<file path="config.mk">
export PLATFORM = sky130hd
export DESIGN_NAME = i2sg_start_gen
export DESIGN_NICKNAME = d
export VERILOG_FILES = /design/src/design/i2sg_pkg.sv /design/src/design/i2sg_start_gen.sv
export SDC_FILE = /design/constraint.sdc
export NUM_CORES = 1
export LEC_CHECK = 0
export BUFFER_PORTS_ARGS = -buffer_cell sky130_fd_sc_hd__buf_2
export CAP_MARGIN = 20
export CORE_ASPECT_RATIO = 0.5
export CORE_MARGIN = 4
export CORE_UTILIZATION = 25
export CTS_CLUSTER_DIAMETER = 50
export DETAILED_ROUTE_END_ITERATION = 16
export MAX_ROUTING_LAYER = met4
export PLACE_DENSITY = 0.42
export REMOVE_ABC_BUFFERS = 1
export SLEW_MARGIN = 0
export SYNTH_ARGS = -nofsm -noshare
export SYNTH_HDL_FRONTEND = slang
export SYNTH_SLANG_ARGS = --single-unit
</file>
<file path="constraint.sdc">
create_clock -name clk -period 2.15 [get_ports clk]
set_input_delay 0.1075 -clock clk [delete_from_list [all_inputs] [get_ports clk]]
set_output_delay 0.1075 -clock clk [all_outputs]
set_load 0.01 [all_outputs]
</file>
<file path="src/design/i2sg_pkg.sv">
// i2sg_pkg: offsets, field positions, reset values, states and carriers
// assumes a 32-bit classic Wishbone slave; one register per aligned word
package i2sg_pkg;
  localparam logic [7:0] CTRL_OFS  = 8'h00;
  localparam logic [7:0] BAUD_OFS  = 8'h04;
  localparam logic [7:0] STAT_OFS  = 8'h08;
  localparam logic [7:0] FLAG_OFS  = 8'h0c;
  localparam logic [7:0] MASK_OFS  = 8'h10;
  localparam logic [7:0] TXBUF_OFS = 8'h14;
  localparam int START_BIT   = 0;
  localparam int RESTART_BIT = 1;
  localparam int CTRL_LOCK_W = 5;
  localparam int BUSY_BIT    = 0;
  localparam int SEEN_BIT    = 3;
  localparam int BCOL_BIT    = 0;
  localparam int WRITE_COLLISION_FLAG_BIT    = 1;
  localparam int EVT_BIT     = 3;
  localparam logic [7:0] CTRL_RST = 8'h00;
  localparam logic [7:0] BAUD_RST = 8'h00;
  localparam logic [7:0] FLAG_RST = 8'h00;
  localparam logic [7:0] MASK_RST = 8'h00;
  localparam logic [7:0] TX_RST   = 8'h00;
  typedef enum logic [3:0] {
    ST_IDLE      = 4'h0,
    ST_S_WAIT    = 4'h1,
    ST_S_HOLD    = 4'h2,
    ST_R_SCL_LOW = 4'h3,
    ST_R_SDA_HI  = 4'h4,
    ST_R_SCL_REL = 4'h5,
    ST_R_BOTH_HI = 4'h6,
    ST_R_SDA_LOW = 4'h7
  } i2sg_state_t;
  typedef struct packed {
    logic        cyc;
    logic        stb;
    logic        we;
    logic [7:0]  adr;
    logic [3:0]  sel;
    logic [31:0] dat;
  } i2sg_wbreq_t;
  typedef struct packed {
    logic sda;
    logic scl;
  } i2sg_lines_t;
endpackage

</file>
<file path="src/design/i2sg_start_gen.sv">
// i2sg_start_gen: start / repeated start generator of a two-wire master
// assumes open-drain sda/scl with external pull-ups, Wishbone master on clk
`timescale 1ns/10ps
`default_nettype none
module i2sg_start_gen #(
  parameter int BAUD_W = 7
) (
  input  wire logic        clk,
  input  wire logic        reset_n,
  input  wire logic        wb_cyc_i,
  input  wire logic        wb_stb_i,
  input  wire logic        wb_we_i,
  input  wire logic [7:0]  wb_adr_i,
  input  wire logic [3:0]  wb_sel_i,
  input  wire logic [31:0] wb_dat_i,
  output logic      [31:0] wb_dat_o,
  output logic             wb_ack_o,
  input  wire logic        sclIn,
  input  wire logic        sdaIn,
  output logic             sclOut,
  output logic             sclOe_n,
  output logic             sdaOut,
  output logic             sdaOe_n,
  output logic             irq
);
  if (BAUD_W < 7) begin : g_chk
    $error("BAUD_W must be at least 7");
  end

  function automatic logic [BAUD_W-1:0] brgLoad(input logic [7:0] rel, input logic full);
    brgLoad = full ? BAUD_W'(rel[6:0]) : BAUD_W'(rel[5:0]);
  endfunction

  ////////////////////////////////////////////////////////////////////////////
  // pin synchronisers
  i2sg_pkg::i2sg_lines_t meta_ff, sync_ff, prev_ff;
  always_ff @(posedge clk or negedge reset_n)
  begin
    if (!reset_n)
    begin
      meta_ff <= '1;
      sync_ff <= '1;
      prev_ff <= '1;
    end
    else
    begin
      meta_ff <= '{sda: sdaIn, scl: sclIn};
      sync_ff <= meta_ff;
      prev_ff <= sync_ff;
    end
  end
  logic sdaS, sclS;
  assign sdaS = sync_ff.sda;
  assign sclS = sync_ff.scl;

  ////////////////////////////////////////////////////////////////////////////
  // state
  i2sg_pkg::i2sg_wbreq_t req;
  assign req = '{cyc: wb_cyc_i, stb: wb_stb_i, we: wb_we_i, adr: wb_adr_i, sel: wb_sel_i, dat: wb_dat_i};

  i2sg_pkg::i2sg_state_t state_ff, nxt_state;
  logic [BAUD_W-1:0] cnt_ff, nxt_cnt;
  logic              run_ff, nxt_run;
  logic              sdaOeN_ff, nxt_sdaOeN;
  logic              sclOeN_ff, nxt_sclOeN;
  logic [7:0]        ctrl_ff, nxt_ctrl;
  logic [7:0]        baud_ff, nxt_baud;
  logic [7:0]        tx_ff, nxt_tx;
  logic [7:0]        flags_ff, nxt_flags;
  logic [7:0]        mask_ff, nxt_mask;
  logic              seen_ff, nxt_seen;
  logic              ack_ff, nxt_ack;
  logic [31:0]       rdat_ff, nxt_rdat;
  logic              irq_ff, nxt_irq;

  logic       tick, busy, wrEn, abort, startDet, stopDet;
  logic [7:0] evtSet, w1c;

  assign tick     = run_ff && (cnt_ff == '0);
  assign busy     = (state_ff != i2sg_pkg::ST_IDLE);
  assign wrEn     = req.cyc && req.stb && req.we && ack_ff && req.sel[0];
  assign startDet = prev_ff.sda && !sdaS && sclS;
  assign stopDet  = !prev_ff.sda && sdaS && sclS;

  always_comb
  begin
    nxt_state  = state_ff;
    nxt_cnt    = cnt_ff;
    nxt_run    = run_ff;
    nxt_sdaOeN = sdaOeN_ff;
    nxt_sclOeN = sclOeN_ff;
    nxt_ctrl   = ctrl_ff;
    nxt_baud   = baud_ff;
    nxt_tx     = tx_ff;
    nxt_mask   = mask_ff;
    evtSet     = '0;
    w1c        = '0;
    abort      = 1'b0;
    // baud generator counts down, stops at zero unless reloaded below
    if (run_ff)
    begin
      nxt_cnt = tick ? cnt_ff : cnt_ff - 1'b1;
      nxt_run = !tick;
    end
    // register writes land at the acknowledging edge
    if (wrEn && req.adr == i2sg_pkg::CTRL_OFS)
    begin
      nxt_ctrl[7:i2sg_pkg::CTRL_LOCK_W] = req.dat[7:i2sg_pkg::CTRL_LOCK_W];
      if (!busy)
        nxt_ctrl[i2sg_pkg::CTRL_LOCK_W-1:0] = req.dat[i2sg_pkg::CTRL_LOCK_W-1:0];
    end
    else if (wrEn && req.adr == i2sg_pkg::BAUD_OFS)
      nxt_baud = req.dat[7:0];
    else if (wrEn && req.adr == i2sg_pkg::TXBUF_OFS)
    begin
      if (busy)
        evtSet[i2sg_pkg::WRITE_COLLISION_FLAG_BIT] = 1'b1;
      else
        nxt_tx = req.dat[7:0];
    end
    else if (wrEn && req.adr == i2sg_pkg::FLAG_OFS)
      w1c = req.dat[7:0];
    else if (wrEn && req.adr == i2sg_pkg::MASK_OFS)
      nxt_mask = req.dat[7:0];
    case (state_ff)
      i2sg_pkg::ST_IDLE:
      begin
        if (ctrl_ff[i2sg_pkg::START_BIT])
        begin
          if (sdaS && sclS)
          begin
            nxt_cnt   = brgLoad(baud_ff, 1'b1);
            nxt_run   = 1'b1;
            nxt_state = i2sg_pkg::ST_S_WAIT;
          end
          else
            abort = 1'b1;
        end
        else if (ctrl_ff[i2sg_pkg::RESTART_BIT])
        begin
          nxt_sclOeN = 1'b0;
          nxt_state  = i2sg_pkg::ST_R_SCL_LOW;
        end
      end
      i2sg_pkg::ST_S_WAIT:
      begin
        if (!sclS || (tick && !sdaS))
          abort = 1'b1;
        else if (tick)
        begin
          nxt_sdaOeN = 1'b0;
          nxt_cnt    = brgLoad(baud_ff, 1'b1);
          nxt_run    = 1'b1;
          nxt_state  = i2sg_pkg::ST_S_HOLD;
        end
      end
      i2sg_pkg::ST_S_HOLD:
      begin
        if (tick)
        begin
          nxt_ctrl[i2sg_pkg::START_BIT] = 1'b0;
          evtSet[i2sg_pkg::EVT_BIT]     = 1'b1;
          nxt_state                     = i2sg_pkg::ST_IDLE;
        end
      end
      i2sg_pkg::ST_R_SCL_LOW:
      begin
        if (!sclS)
        begin
          nxt_cnt    = brgLoad(baud_ff, 1'b0);
          nxt_run    = 1'b1;
          nxt_sdaOeN = 1'b1;
          nxt_state  = i2sg_pkg::ST_R_SDA_HI;
        end
      end
      i2sg_pkg::ST_R_SDA_HI:
      begin
        if (tick && sdaS)
        begin
          nxt_sclOeN = 1'b1;
          nxt_state  = i2sg_pkg::ST_R_SCL_REL;
        end
        else if (tick)
          abort = 1'b1;
      end
      i2sg_pkg::ST_R_SCL_REL:
      begin
        if (sclS && !sdaS)
          abort = 1'b1;
        else if (sclS)
        begin
          nxt_cnt   = brgLoad(baud_ff, 1'b1);
          nxt_run   = 1'b1;
          nxt_state = i2sg_pkg::ST_R_BOTH_HI;
        end
      end
      i2sg_pkg::ST_R_BOTH_HI:
      begin
        if (!sclS || !sdaS)
          abort = 1'b1;
        else if (tick)
        begin
          nxt_sdaOeN = 1'b0;
          nxt_cnt    = brgLoad(baud_ff, 1'b1);
          nxt_run    = 1'b1;
          nxt_state  = i2sg_pkg::ST_R_SDA_LOW;
        end
      end
      i2sg_pkg::ST_R_SDA_LOW:
      begin
        if (tick)
        begin
          nxt_ctrl[i2sg_pkg::RESTART_BIT] = 1'b0;
          evtSet[i2sg_pkg::EVT_BIT]       = 1'b1;
          nxt_state                       = i2sg_pkg::ST_IDLE;
        end
      end
      default:
        nxt_state = i2sg_pkg::ST_IDLE;
    endcase
    if (abort)
    begin
      evtSet[i2sg_pkg::BCOL_BIT]        = 1'b1;
      nxt_ctrl[i2sg_pkg::START_BIT]     = 1'b0;
      nxt_ctrl[i2sg_pkg::RESTART_BIT]   = 1'b0;
      nxt_sdaOeN                        = 1'b1;
      nxt_sclOeN                        = 1'b1;
      nxt_run                           = 1'b0;
      nxt_state                         = i2sg_pkg::ST_IDLE;
    end
    // hardware set wins over software clear
    nxt_flags = (flags_ff & ~w1c) | evtSet;
    nxt_seen  = startDet ? 1'b1 : (stopDet ? 1'b0 : seen_ff);
    nxt_irq   = |(nxt_flags & nxt_mask);
  end

  ////////////////////////////////////////////////////////////////////////////
  // bus answer: ack one cycle after request, dropped the cycle after
  logic [31:0] rdMux;
  always_comb
  begin
    if (req.adr == i2sg_pkg::CTRL_OFS)
      rdMux = {24'h000000, ctrl_ff};
    else if (req.adr == i2sg_pkg::BAUD_OFS)
      rdMux = {24'h000000, baud_ff};
    else if (req.adr == i2sg_pkg::STAT_OFS)
      rdMux = {28'h0000000, seen_ff, 2'b00, busy};
    else if (req.adr == i2sg_pkg::FLAG_OFS)
      rdMux = {24'h000000, flags_ff};
    else if (req.adr == i2sg_pkg::MASK_OFS)
      rdMux = {24'h000000, mask_ff};
    else if (req.adr == i2sg_pkg::TXBUF_OFS)
      rdMux = {24'h000000, tx_ff};
    else
      rdMux = 32'h00000000;
    nxt_ack  = req.cyc && req.stb && !ack_ff;
    nxt_rdat = nxt_ack ? rdMux : rdat_ff;
  end

  always_ff @(posedge clk or negedge reset_n)
  begin
    if (!reset_n)
    begin
      state_ff  <= i2sg_pkg::ST_IDLE;
      cnt_ff    <= '0;
      run_ff    <= 1'b0;
      sdaOeN_ff <= 1'b1;
      sclOeN_ff <= 1'b1;
      ctrl_ff   <= i2sg_pkg::CTRL_RST;
      baud_ff   <= i2sg_pkg::BAUD_RST;
      tx_ff     <= i2sg_pkg::TX_RST;
      flags_ff  <= i2sg_pkg::FLAG_RST;
      mask_ff   <= i2sg_pkg::MASK_RST;
      seen_ff   <= 1'b0;
      ack_ff    <= 1'b0;
      rdat_ff   <= 32'h00000000;
      irq_ff    <= 1'b0;
    end
    else
    begin
      state_ff  <= nxt_state;
      cnt_ff    <= nxt_cnt;
      run_ff    <= nxt_run;
      sdaOeN_ff <= nxt_sdaOeN;
      sclOeN_ff <= nxt_sclOeN;
      ctrl_ff   <= nxt_ctrl;
      baud_ff   <= nxt_baud;
      tx_ff     <= nxt_tx;
      flags_ff  <= nxt_flags;
      mask_ff   <= nxt_mask;
      seen_ff   <= nxt_seen;
      ack_ff    <= nxt_ack;
      rdat_ff   <= nxt_rdat;
      irq_ff    <= nxt_irq;
    end
  end

  // open drain: only ever pulls low
  assign sdaOut   = 1'b0;
  assign sclOut   = 1'b0;
  assign sdaOe_n  = sdaOeN_ff;
  assign sclOe_n  = sclOeN_ff;
  assign wb_ack_o = ack_ff;
  assign wb_dat_o = rdat_ff;
  assign irq      = irq_ff;
endmodule
`default_nettype wire

</file>
==> flow_summary_export.csv <==
group,metric,value,unit
power_and_ir_drop,p_sw_share,34.4,%
sta,fin_ws,-0.0519,ns
sta,finalClockSkew,0.0112,ns
yosys,ys_ff_latch,69,
outcome,failed_checks,"setup timing",
sta,max_freq,454,MHz
layout,drive_above_1_share,32.9,%
grt,antenna_found_initial,0,
floorplanning,coreArea,15600,um2
clock_network,clock_path_buffers,2,
yosys,synth.distinct_cells,58,
clock_network,cts_buffers,9,
detailed_routing,dr.first_iter.drc_count,166,
sta,slew_viol_final,0,
sta,setup_viol,1,
outcome,status,"finished, violations left",
sta,finalCriticalPeriod,2.20,ns
clock_network,tritoncts,"built",
yosys,ys_seq_area_share,43.1,%
critical_path,critPathMaxFanout,5,
placement,hpwl,9420,um
detailed_routing,viasPerCell,4.76,
placement,dp.cells,741,
yosys,syn_area,4030,um2
yosys,syn_inst,446,
power_and_ir_drop,power.switching,1.74,mW
critical_path,crit_path_end_kind,"flip-flop",
sta,period_share,102,%
critical_path,worst_setup_path_start_kind,"flip-flop",
layout,final_cell_count_no_fill,764,
detailed_routing,drt-total-wl,12100,um
sta,rsz0062_at_grt,"true",
floorplanning,row_count,32,
sta,maxSlewHeadroom,62.5,%
power_and_ir_drop,combPwrFrac,41.7,%
sta,tightestPinTransition,0.563,ns
yosys,avgSynthCellArea,9.02,um2
yosys,synth-async-reset-ratio,100,%
grt,gr-total-overflow,0,
yosys,synthFlopType,"dfrtp_1",
placement,port_buffers,35,
yosys,yosysTopAreaCellShare,38.5,%
detailed_routing,drc,0,
yosys,synth_area_leaders,"dfrtp_1 39%, mux2_2 5.3%, o21ai_0 5.1%",
clock_network,cts.sinks,69,
critical_path,path_class,"flip-flop to flip-flop",
yosys,synth_edf_count,0,
clock_network,clk_pin_slew,0.05,ns
grt,grt_start_max_net_pins,43,
power_and_ir_drop,p_int,3.32,mW
power_and_ir_drop,p_total,5.06,mW
yosys,yosysMostFrequentCell,"dfrtp_1",
sta,hold_viol_final,0,
power_and_ir_drop,p_seq_share,30.8,%
power_and_ir_drop,ir_drop,0.000314,V
clock_network,clock_latency,0.33,ns
floorplanning,start_util,25.8,%
yosys,yosysWarnings,0,
yosys,synth_common_cells,"62 x dfrtp_1, 48 x nand2_1, 41 x o21ai_0, 27 x a21oi_1, 26 x buf_4",
detailed_routing,drtAntennaViolNets,0,
grt,grt_pass1_wl,19600,um
clock_network,root_buffer,"clkbuf_16",
placement,gp_congestion,0.808,
layout,synthToLayoutAreaGrowth,32.4,%
power_and_ir_drop,p_leak,2.54,nW
power_and_ir_drop,pwr-share-clk,27.5,%
detailed_routing,post_drt_wl_per_cell,15.9,um
yosys,yosys.area.top_type,"dfrtp_1",
critical_path,worstPathArrival,2.40,ns
detailed_routing,vias,3640,
floorplanning,die_h,97.7,um
layout,final_nets,609,
job,cap_violations,0,
min_path,holdCritPathClass,"input pin to flip-flop",
detailed_routing,dr.pass1.iters,4,
grt,grt_pass1_vias,3619,
floorplanning,die-area,18300,um2
layout,antenna_cells,0,
power_and_ir_drop,pwr_density_cell,949,nW/um2
layout,post-route-util,34.2,%
floorplanning,dieWidth,187,um
clock_network,h-tree-depth,3,
grt,track_usage,13.8,%
floorplanning,io_pins,89,
critical_path,cp_data_required_time,2.35,ns
sta,hold_ws,0.0614,ns
sta,final.setup.tns,-0.0519,ns
==> stage by stage <==
stage / setup WS (ns) / instance area, um2
finish: -0.0519 / 5330
global route: -0.133 / 5330
floorplan: -0.0909 / 3830
global placement: -0.242 / 4890
detailed placement: -0.268 / 4890
CTS: -0.102 / 5230
==> final cells by class <==
class	instances	area, um2
Fill cell	1619	10200
Multi-Input combinational cell	331	2100
Sequential cell	69	1740
Timing Repair Buffer	124	881
Clock buffer	14	274
Tap cell	204	255
Inverter	21	78.8
Clock inverter	1	5.00
==> timing repair <==
item,CTS,global route
setup endpoints to repair,13,9
hold endpoints to repair,37,0
gates resized for setup,11,18
hold buffers,3,0
pin swaps,4,10
setup buffers,1,4
==> flip-flops by register name, indices dropped and copies added, names as in the netlist <==
name / cells
baud_ff: 8
ctrl_ff: 8
flags_ff: 8
mask_ff: 8
tx_ff: 8
wb_dat_o: 8
cnt_ff: 7
state_ff: 3
meta_ff: 2
irq: 1
prev_ff: 1
run_ff: 1
sclOe_n: 1
sclS: 1
sdaOe_n: 1
sdaS: 1
seen_ff: 1
wb_ack_o: 1
==> cells in the final DEF, fill, tap and decap left out, drive strengths merged, types with 7 or more instances in the layout <==
master	synthesis	final
mux2	19	19
nor2	20	20
nand2	48	48
o22ai	7	7
o21ai	42	42
nor3	13	13
nand3	10	10
dfrtp	62	62
inv	21	21
a21boi	10	10
conb	1	26
or4	7	7
a21oi	27	27
a22oi	9	9
dfstp	7	7
clkbuf	22	14
buf	28	121
==> power by group through the flow <==
| stage | Combinational [mW] | Clock [mW] | Sequential (mW) |
|---|---|---|---|
| 3_3_place_gp | 1.93 | 0 | 1.58 |
| 6_report | 2.11 | 1.39 | 1.56 |
| 4_1_cts | 1.98 | 1.44 | 1.56 |
| 5_1_grt | 2.35 | 1.50 | 1.57 |
| 2_1_floorplan | 0.948 | 0 | 1.67 |
| 3_5_place_dp | 1.93 | 0 | 1.58 |
==> critical path, stage by stage, from the launching register on <==
cell     delay, ns
dfrtp_1       0.38
buf_6         0.11
nand4_1       0.09
or4_4         0.55
o211a_1       0.23
a221o_1       0.26
or4_1         0.46
==> final timing paths <==
kind	slack [ns]	endpoint	depth (start not counted)	from
setup / recovery	-0.05	irq$_DFF_PN0_	6	wb_ack_o$_DFF_PN0_
hold / removal	0.06	baud_ff[3]$_DFFE_PN0P_	2	wb_dat_i[3]
setup reg to reg	-0.05	irq$_DFF_PN0_	6	wb_ack_o$_DFF_PN0_
hold reg to reg	0.36	sclS$_DFF_PN1_	0	meta_ff[0]$_DFF_PN1_
max in group asynchronous	1.19	prev_ff[1]$_DFF_PN1_	3	reset_n
min in group asynchronous	0.32	flags_ff[2]$_DFF_PN0_	2	reset_n
==> layer usage <==
metal	global-route usage (%)	routed length, um	part of all wire (%)
met2	21.7	5670	47
met3	2.58	407	3.4
met4	3.78	125	1.0
met1	18.4	5920	49
met5	-	0	0
==> logic make-up (layout without fill, tap and decap cells) <==
group | Yosys count | after routing | share of synthesized area (%)
XOR/XNOR | 7 | 7 | 1.52
adder cells (fa/ha/maj) | 2 | 2 | 0.622
flip-flops | 69 | 69 | 43.1
other | 1 | 26 | 0.0932
buffers and inverters | 71 | 160 | 9.05
AND/OR/NAND/NOR | 136 | 136 | 17.3
AO/OA/AOI/OAI | 134 | 134 | 21.0
multiplexers | 26 | 26 | 7.37
(Power assumes the default switching activity.)
